`src/inc/qclk_pkg.sv`:
```
package qclk_pkg;

  // ----------------------------------------------------------------
  // Widths and reset values
  // ----------------------------------------------------------------
  localparam int PC_WIDTH = 11;
  localparam int INSTR_WIDTH = 12;
  localparam logic [PC_WIDTH-1:0] PC_RESET = 11'h000;
  localparam logic [PC_WIDTH-1:0] PC_STEP = 11'h001;
  localparam logic [INSTR_WIDTH-1:0] INSTR_RESET = 12'h000;

  // ----------------------------------------------------------------
  // Phase vector bit positions
  // ----------------------------------------------------------------
  localparam int NUM_PHASES = 4;
  localparam int PH_IDX_ONE = 0;
  localparam int PH_IDX_TWO = 1;
  localparam int PH_IDX_THREE = 2;
  localparam int PH_IDX_FOUR = 3;
  localparam logic [NUM_PHASES-1:0] PHASE_NONE = 4'h0;
  localparam logic [NUM_PHASES-1:0] PHASE_ONE_HOT = 4'h1;
  localparam logic [NUM_PHASES-1:0] PHASE_TWO_HOT = 4'h2;
  localparam logic [NUM_PHASES-1:0] PHASE_THREE_HOT = 4'h4;
  localparam logic [NUM_PHASES-1:0] PHASE_FOUR_HOT = 4'h8;

  // ----------------------------------------------------------------
  // Oscillator selection codes
  // ----------------------------------------------------------------
  localparam logic [1:0] OSC_SEL_LOW_POWER = 2'h0;
  localparam logic [1:0] OSC_SEL_CRYSTAL = 2'h1;
  localparam logic [1:0] OSC_SEL_HIGH_SPEED = 2'h2;
  localparam logic [1:0] OSC_SEL_RC = 2'h3;

  typedef enum logic [2:0] {
    PH_IDLE,
    PH_ONE,
    PH_TWO,
    PH_THREE,
    PH_FOUR
  } phase_t;

  typedef enum logic [1:0] {
    LOW_POWER_CRYSTAL_MODE,
    CRYSTAL_RESONATOR_MODE,
    HIGH_SPEED_CRYSTAL_MODE,
    RC_OSCILLATOR_MODE
  } osc_mode_t;

endpackage

```
`src/inc/phase_bus.sv`:
```
`timescale 1ns/1ps
interface phase_bus;
  logic [3:0] phase;
  logic [3:0] enter;
  logic hold;
  modport gen (output phase, output enter, output hold);
  modport core (input phase, input enter, input hold);
endinterface

```
`src/quad_phase_gen.sv`:
```
`timescale 1ns/1ps
module quad_phase_gen
  import qclk_pkg::*;
(
  input wire logic clk,            // System clock
  input wire logic rst_n,          // Asynchronous reset
  input wire logic osc_in,         // Oscillator input pin
  input wire logic master_clear_n, // Master clear pin
  phase_bus.gen pb                 // Phases to the core
);

  // ----------------------------------------------------------------
  // Pin synchronisers
  // ----------------------------------------------------------------
  logic osc_s1_q, osc_s2_q, osc_s3_q;
  logic master_clear_n_s1_q, master_clear_n_s2_q;
  logic osc_rise;
  phase_t state_q, state_d;
  logic [NUM_PHASES-1:0] phase_d;

  always_ff @(posedge clk or negedge rst_n) begin
    if (!rst_n) begin
      osc_s1_q <= 1'b0;
      osc_s2_q <= 1'b0;
      osc_s3_q <= 1'b0;
    end else begin
      osc_s1_q <= osc_in;
      osc_s2_q <= osc_s1_q;
      osc_s3_q <= osc_s2_q;
    end
  end

  // Held in reset until the clear pin is seen high twice
  always_ff @(posedge clk or negedge rst_n) begin
    if (!rst_n) begin
      master_clear_n_s1_q <= 1'b0;
      master_clear_n_s2_q <= 1'b0;
      pb.hold <= 1'b1;
    end else begin
      master_clear_n_s1_q <= master_clear_n;
      master_clear_n_s2_q <= master_clear_n_s1_q;
      pb.hold <= !master_clear_n_s2_q;
    end
  end

  assign osc_rise = osc_s2_q && !osc_s3_q;

  // ----------------------------------------------------------------
  // Divide by four
  // ----------------------------------------------------------------
  always_comb begin
    state_d = state_q;
    if (osc_rise) begin
      case (state_q)
        PH_IDLE: state_d = PH_ONE;
        PH_ONE: state_d = PH_TWO;
        PH_TWO: state_d = PH_THREE;
        PH_THREE: state_d = PH_FOUR;
        PH_FOUR: state_d = PH_ONE;
        default: state_d = PH_IDLE;
      endcase
    end
    case (state_d)
      PH_ONE: phase_d = PHASE_ONE_HOT;
      PH_TWO: phase_d = PHASE_TWO_HOT;
      PH_THREE: phase_d = PHASE_THREE_HOT;
      PH_FOUR: phase_d = PHASE_FOUR_HOT;
      default: phase_d = PHASE_NONE;
    endcase
  end

  always_ff @(posedge clk or negedge rst_n) begin
    if (!rst_n) begin
      state_q <= PH_IDLE;
      pb.phase <= PHASE_NONE;
      pb.enter <= PHASE_NONE;
    end else if (pb.hold) begin
      state_q <= PH_IDLE;
      pb.phase <= PHASE_NONE;
      pb.enter <= PHASE_NONE;
    end else begin
      state_q <= state_d;
      pb.phase <= phase_d;
      pb.enter <= osc_rise ? phase_d : PHASE_NONE;
    end
  end

  a_phase_exclusive: assert property (
    @(posedge clk) disable iff (!rst_n) $onehot0(pb.phase))
    else $error("phases overlap");

  a_phase_order: assert property (
    @(posedge clk) disable iff (!rst_n)
    pb.enter[PH_IDX_TWO] |-> $past(pb.phase[PH_IDX_ONE]))
    else $error("phase two did not follow phase one");

endmodule

```
`src/quadrature_clock_pipeline.sv`:
```
`timescale 1ns/1ps
module quadrature_clock_pipeline
  import qclk_pkg::*;
(
  input wire logic clk,                           // 40 MHz clock
  input wire logic rst_n,                         // Asynchronous reset
  input wire logic osc_in,                        // Oscillator pin
  input wire logic master_clear_n,                // Master clear pin
  input wire logic [1:0] osc_select_bits,         // Oscillator config
  input wire logic [INSTR_WIDTH-1:0] prog_data,   // Program memory word
  input wire logic branch_req,                    // Executing op jumps
  input wire logic [PC_WIDTH-1:0] branch_target,  // Jump address
  output logic phase_one,                         // Phase one level
  output logic phase_two,                         // Phase two level
  output logic phase_three,                       // Phase three level
  output logic phase_four,                        // Phase four level
  output logic [PC_WIDTH-1:0] prog_addr,          // Address being fetched
  output logic [INSTR_WIDTH-1:0] instr_reg,       // Executing instruction
  output logic exec_valid,                        // instr_reg is live
  output logic pc_step,                           // PC advanced pulse
  output logic dmem_read,                         // Operand read pulse
  output logic dmem_write,                        // Result write pulse
  output logic cycle_clock_out,                   // Cycle rate clock
  output logic lp_mode,                           // Low-power crystal
  output logic xt_mode,                           // Standard crystal
  output logic hs_mode,                           // High-speed crystal
  output logic rc_mode                            // RC oscillator
);

  phase_bus pb();

  quad_phase_gen u_phase (
    .clk(clk),
    .rst_n(rst_n),
    .osc_in(osc_in),
    .master_clear_n(master_clear_n),
    .pb(pb.gen)
  );

  assign phase_one = pb.phase[PH_IDX_ONE];
  assign phase_two = pb.phase[PH_IDX_TWO];
  assign phase_three = pb.phase[PH_IDX_THREE];
  assign phase_four = pb.phase[PH_IDX_FOUR];

  // ----------------------------------------------------------------
  // Oscillator mode
  // ----------------------------------------------------------------
  osc_mode_t osc_mode_q;
  logic [PC_WIDTH-1:0] pc_q;
  logic [PC_WIDTH-1:0] prog_addr_q;
  logic [INSTR_WIDTH-1:0] fetch_q;
  logic fetch_valid_q;
  logic [INSTR_WIDTH-1:0] ir_q;
  logic exec_valid_q;
  logic pc_step_q, dmem_read_q, dmem_write_q, cycle_clock_q;
  logic take_branch;

  always_ff @(posedge clk or negedge rst_n) begin
    if (!rst_n) begin
      osc_mode_q <= LOW_POWER_CRYSTAL_MODE;
    end else begin
      if (osc_select_bits == OSC_SEL_LOW_POWER) begin
        osc_mode_q <= LOW_POWER_CRYSTAL_MODE;
      end else if (osc_select_bits == OSC_SEL_CRYSTAL) begin
        osc_mode_q <= CRYSTAL_RESONATOR_MODE;
      end else if (osc_select_bits == OSC_SEL_HIGH_SPEED) begin
        osc_mode_q <= HIGH_SPEED_CRYSTAL_MODE;
      end else begin
        osc_mode_q <= RC_OSCILLATOR_MODE;
      end
    end
  end

  always_ff @(posedge clk or negedge rst_n) begin
    if (!rst_n) begin
      lp_mode <= 1'b1;
      xt_mode <= 1'b0;
      hs_mode <= 1'b0;
      rc_mode <= 1'b0;
    end else begin
      lp_mode <= osc_mode_q == LOW_POWER_CRYSTAL_MODE;
      xt_mode <= osc_mode_q == CRYSTAL_RESONATOR_MODE;
      hs_mode <= osc_mode_q == HIGH_SPEED_CRYSTAL_MODE;
      rc_mode <= osc_mode_q == RC_OSCILLATOR_MODE;
    end
  end

  // In crystal modes the pin belongs to the oscillator, so keep it low
  always_ff @(posedge clk or negedge rst_n) begin
    if (!rst_n) begin
      cycle_clock_q <= 1'b0;
    end else begin
      cycle_clock_q <= (osc_mode_q == RC_OSCILLATOR_MODE) &&
        (pb.phase[PH_IDX_THREE] || pb.phase[PH_IDX_FOUR]);
    end
  end

  // ----------------------------------------------------------------
  // Fetch stage
  // ----------------------------------------------------------------
  // A jump resolves in phase four, the same phase that latches the
  // prefetched word, so that word is dropped right there.
  assign take_branch = exec_valid_q && branch_req &&
    pb.enter[PH_IDX_FOUR];

  always_ff @(posedge clk or negedge rst_n) begin
    if (!rst_n) begin
      pc_q <= PC_RESET;
      prog_addr_q <= PC_RESET;
    end else if (pb.hold) begin
      pc_q <= PC_RESET;
      prog_addr_q <= PC_RESET;
    end else if (pb.enter[PH_IDX_ONE]) begin
      prog_addr_q <= pc_q;
      pc_q <= pc_q + PC_STEP;
    end else if (take_branch) begin
      pc_q <= branch_target;
    end
  end

  always_ff @(posedge clk or negedge rst_n) begin
    if (!rst_n) begin
      fetch_q <= INSTR_RESET;
      fetch_valid_q <= 1'b0;
    end else if (pb.hold) begin
      fetch_valid_q <= 1'b0;
    end else if (pb.enter[PH_IDX_FOUR]) begin
      fetch_q <= prog_data;
      fetch_valid_q <= !take_branch;
    end
  end

  // ----------------------------------------------------------------
  // Execute stage
  // ----------------------------------------------------------------
  always_ff @(posedge clk or negedge rst_n) begin
    if (!rst_n) begin
      ir_q <= INSTR_RESET;
      exec_valid_q <= 1'b0;
    end else if (pb.hold) begin
      exec_valid_q <= 1'b0;
    end else if (pb.enter[PH_IDX_ONE]) begin
      ir_q <= fetch_q;
      exec_valid_q <= fetch_valid_q;
    end
  end

  always_ff @(posedge clk or negedge rst_n) begin
    if (!rst_n) begin
      pc_step_q <= 1'b0;
      dmem_read_q <= 1'b0;
      dmem_write_q <= 1'b0;
    end else begin
      pc_step_q <= pb.enter[PH_IDX_ONE] && !pb.hold;
      // A clear landing on the entry edge must not leak a memory strobe
      dmem_read_q <= pb.enter[PH_IDX_TWO] && exec_valid_q &&
        !pb.hold;
      dmem_write_q <= pb.enter[PH_IDX_FOUR] && exec_valid_q &&
        !pb.hold;
    end
  end

  assign prog_addr = prog_addr_q;
  assign instr_reg = ir_q;
  assign exec_valid = exec_valid_q;
  assign pc_step = pc_step_q;
  assign dmem_read = dmem_read_q;
  assign dmem_write = dmem_write_q;
  assign cycle_clock_out = cycle_clock_q;

  // ----------------------------------------------------------------
  // Checks
  // ----------------------------------------------------------------
  a_pc_increment: assert property (
    @(posedge clk) disable iff (!rst_n)
    (pb.enter[PH_IDX_ONE] && !pb.hold) |=>
      pc_q == $past(pc_q) + PC_STEP && pc_step)
    else $error("pc did not step in phase one");

  a_fetch_latch: assert property (
    @(posedge clk) disable iff (!rst_n)
    (pb.enter[PH_IDX_FOUR] && !pb.hold) |=> fetch_q == $past(prog_data))
    else $error("program word not latched in phase four");

  a_ir_load: assert property (
    @(posedge clk) disable iff (!rst_n)
    (pb.enter[PH_IDX_ONE] && !pb.hold) |=>
      ir_q == $past(fetch_q) && exec_valid_q == $past(fetch_valid_q))
    else $error("instruction register not loaded");

  a_operand_read: assert property (
    @(posedge clk) disable iff (!rst_n)
    dmem_read |-> $past(pb.enter[PH_IDX_TWO]) && $past(exec_valid_q))
    else $error("operand read outside phase two");

  a_result_write: assert property (
    @(posedge clk) disable iff (!rst_n)
    dmem_write |-> $past(pb.enter[PH_IDX_FOUR]) && phase_four)
    else $error("result write outside phase four");

  a_branch_flush: assert property (
    @(posedge clk) disable iff (!rst_n)
    (take_branch && !pb.hold) |=>
      !fetch_valid_q && pc_q == $past(branch_target))
    else $error("branch did not flush prefetch");

  a_rc_clock: assert property (
    @(posedge clk) disable iff (!rst_n)
    (osc_mode_q != RC_OSCILLATOR_MODE) |=> !cycle_clock_out)
    else $error("cycle clock driven outside rc mode");

  a_clear_empty: assert property (
    @(posedge clk) disable iff (!rst_n)
    pb.hold |=> !exec_valid && !fetch_valid_q && pc_q == PC_RESET)
    else $error("pipeline not emptied by clear");

endmodule

```
`config.mk`:
```
export PLATFORM = sky130hd
export DESIGN_NAME = quadrature_clock_pipeline
export DESIGN_NICKNAME = d
export VERILOG_FILES = /design/src/inc/qclk_pkg.sv /design/src/inc/phase_bus.sv /design/src/quad_phase_gen.sv /design/src/quadrature_clock_pipeline.sv
export SDC_FILE = /design/constraint.sdc
export NUM_CORES = 1
export LEC_CHECK = 0
export BUFFER_PORTS_ARGS = -buffer_cell sky130_fd_sc_hd__buf_4
export CORE_UTILIZATION = 41
export DETAILED_ROUTE_END_ITERATION = 7
export PLACE_DENSITY = 0.73
export SLEW_MARGIN = 20
export SYNTH_ARGS = -nofsm -noshare
export SYNTH_HDL_FRONTEND = slang
export SYNTH_SLANG_ARGS = --single-unit
```
`constraint.sdc`:
```
create_clock -name clk -period 2.05 [get_ports clk]
set_clock_uncertainty 0.15 [all_clocks]
set_input_delay 0.205 -clock clk [delete_from_list [all_inputs] [get_ports clk]]
set_output_delay 0.205 -clock clk [all_outputs]
set_load 0.02 [all_outputs]
```
==> out/summary.txt <==
Worst-case clock buffer depth = 2
H-tree levels = 3
Pre-CTS setup slack = 0.403 ns
Post-CTS sizing = 0
Core Box Area = 7250 um^2
Die area = 7850 um^2
Reg clk slew, reported paths = 0.07 ns
WHS = 0.0318 ns
Grt ovf = 0
CP endpoint kind = flop
Die Wd = 88.6 um
CP startpoint kind = flop
Ys Warns = 0
Number of global-route vias before repair = 1927
Die outline height = 88.6 um
Routed Antenna Nets = 0
Max VDD drop = 0.438 mV
Final Hold Fails = 0
Final net count = 348
CTS buffer count = 9
Min Tclk post-route = 1.66 ns
Synth Net Count = 264
Drt total wl = 5760 um
Setup ws final = 0.386 ns
Tcrit/Tclk final = 81.2%
Layout Utilization = 54.8%
Row cnt = 31
# setup viols final = 0
Critical Path RT = 2.12 ns
Pin count of the biggest net entering global routing = 46
Type of the worst setup path = flop to flop
CP max FO = 17
Initial antenna violation count = 0
Pre-Repair DR Iteration Count = 4
#FFs+latches synth = 74
Max-slew headroom = 61.2%
Input/output buffers = 65
Status = complete, no violations
DR iter-0 viols = 105
MaxCap Viol Count = 0
Post-CTS Setup Inserts = 0
CTS Hold Bufs = 17
CTS tree = done
Library cells used by synthesis = 43
# IOs = 66
RSZ-0062 raised after global routing = false
Clk root buf = clkbuf_8
Initial Utilization = 42.4%
Final setup TNS = 0 ns
# clock sinks = 74
HPWL after DPL = 3840 um
Clk_lat worst skew = 0.34 ns
Hold Crit Class = input pin to flop
Leak pwr = 1.90 nW
F_max = 0.601 GHz
Syn avg cell area = 13.2 um^2
Cell area after synthesis = 3080 um^2
P&R area growth vs syn = 29.1%
Pwr Density = 678 nW/um^2
Worst-margin pin slew = 0.582 ns
Via Count = 2013
DRC violation count after routing = 0
GPL Wtd Cong = 0.719
Synth Instances = 233
Total track usage = 16.4%
Routed vias/inst = 4.79
# diodes = 0
First-pass GRT wire length = 9380 um
Sequential-to-total area share from yosys stat = 60.3%
Layout cells sized above 1 = 37.4%
Drt wl/cell = 13.7 um
Pins Over Slew Limit = 0
Crit path DAT = 1.74 ns
cells in the final DEF (no fill, tap or decap), types with 3 or more instances in the layout:
cell	n
a211oi_2	4
a21oi_1	5
and2_1	3
buf_4	70
clkbuf_8	9
clkinv_2	3
dfrtp_1	72
dlygate4sd3_1	17
inv_1	3
mux2_1	10
mux2_2	17
mux2_4	3
mux2i_1	19
nand2_1	9
nand3_1	3
nor2_1	24
nor3_1	3
nor3_2	3
o22ai_1	5
xnor2_1	7
per-layer routing:
layer	global-route usage [%]	part of all wire [%]	vias up	wire, um
met5	0	0	-	0
met4	8.50	2.3	0	131
met3	4.85	3.9	14	224
met2	25.7	49	44	2810
met1	20.8	45	991	2600
li1	-	-	964	-
synth_stat cells, drive strengths merged:
master	n	area share, %
xor2	2	0.57
a211oi	5	1.9
or2	2	0.41
or3b	1	0.28
clkbuf	6	0.73
o22ai	5	1.0
dfstp	2	1.7
mux2i	19	6.2
xnor2	7	2.0
and2	3	0.61
a21o	1	0.24
mux2	30	11
ha	1	0.41
nor4b	1	0.28
nor4	1	0.20
dfrtp	72	59
nand3b	1	0.37
nor3	6	1.5
nand4	2	0.41
a21oi	5	0.81
o21a	2	0.49
buf	9	2.4
nand2	9	1.1
o21ai	1	0.16
a21boi	1	0.37
nand3	4	0.81
inv	3	0.37
nand2b	2	0.41
nor2	25	3.1
nor2b	3	0.69
and3	2	0.57
worst max-delay path, stage by stage (launching register included):
cell and delay, ns:
dfstp_2 0.65, nand2b_1 0.14, buf_4 0.24, mux2_2 0.36
worst paths after layout:
| check | startpoint | to | slack, ns | cells after the start |
|---|---|---|---|---|
| max in group asynchronous | rst_n | prog_addr[2] | 0.92 | 3 |
| min | branch_target[9] | pc_q[9] | 0.03 | 3 |
| max | u_phase.pb.hold | instr_reg[2] | 0.39 | 3 |
| max reg2reg | u_phase.pb.hold | instr_reg[2] | 0.39 | 3 |
| min in group asynchronous | rst_n | fetch_q[10] | 0.25 | 2 |
| min reg2reg | u_phase.osc_s1_q | u_phase.osc_s2_q | 0.20 | 0 |
logic make-up (layout without fill, tap and decap cells):
family / count (synthesis) / after routing / share of synthesized area [%]
buf+inv: 18 / 106 / 3.54
flops: 74 / 74 / 60.3
fa+ha+maj: 1 / 1 / 0.407
xor+xnor: 9 / 9 / 2.56
mux: 49 / 49 / 17.5
simple gates: 62 / 62 / 10.7
compound gates: 20 / 20 / 4.96
area by class of cell:
type | count | area (um^2)
sequential | 74 | 1850
fill | 633 | 3280
timing repair buffer | 88 | 716
clock buffer | 11 | 131
clock inverter | 4 | 22.5
multi-input combinational | 141 | 1110
inverter | 3 | 11.3
tap | 99 | 124
report_power, final:
part / switching, mW / internal (mW) / total (mW)
Combinational: 0.112 / 0.126 / 0.238
Clock: 0.494 / 0.427 / 0.920
Sequential: 0.0348 / 1.50 / 1.54
metrics by stage:
step,std cells,cell area (um^2),power (mW)
detailed placement,388,3650,1.78
global placement,388,3650,1.78
finish,420,3970,2.69
floorplan,233,3080,1.66
CTS,420,3970,2.74
global route,420,3970,2.83
(Power assumes the default switching activity.)
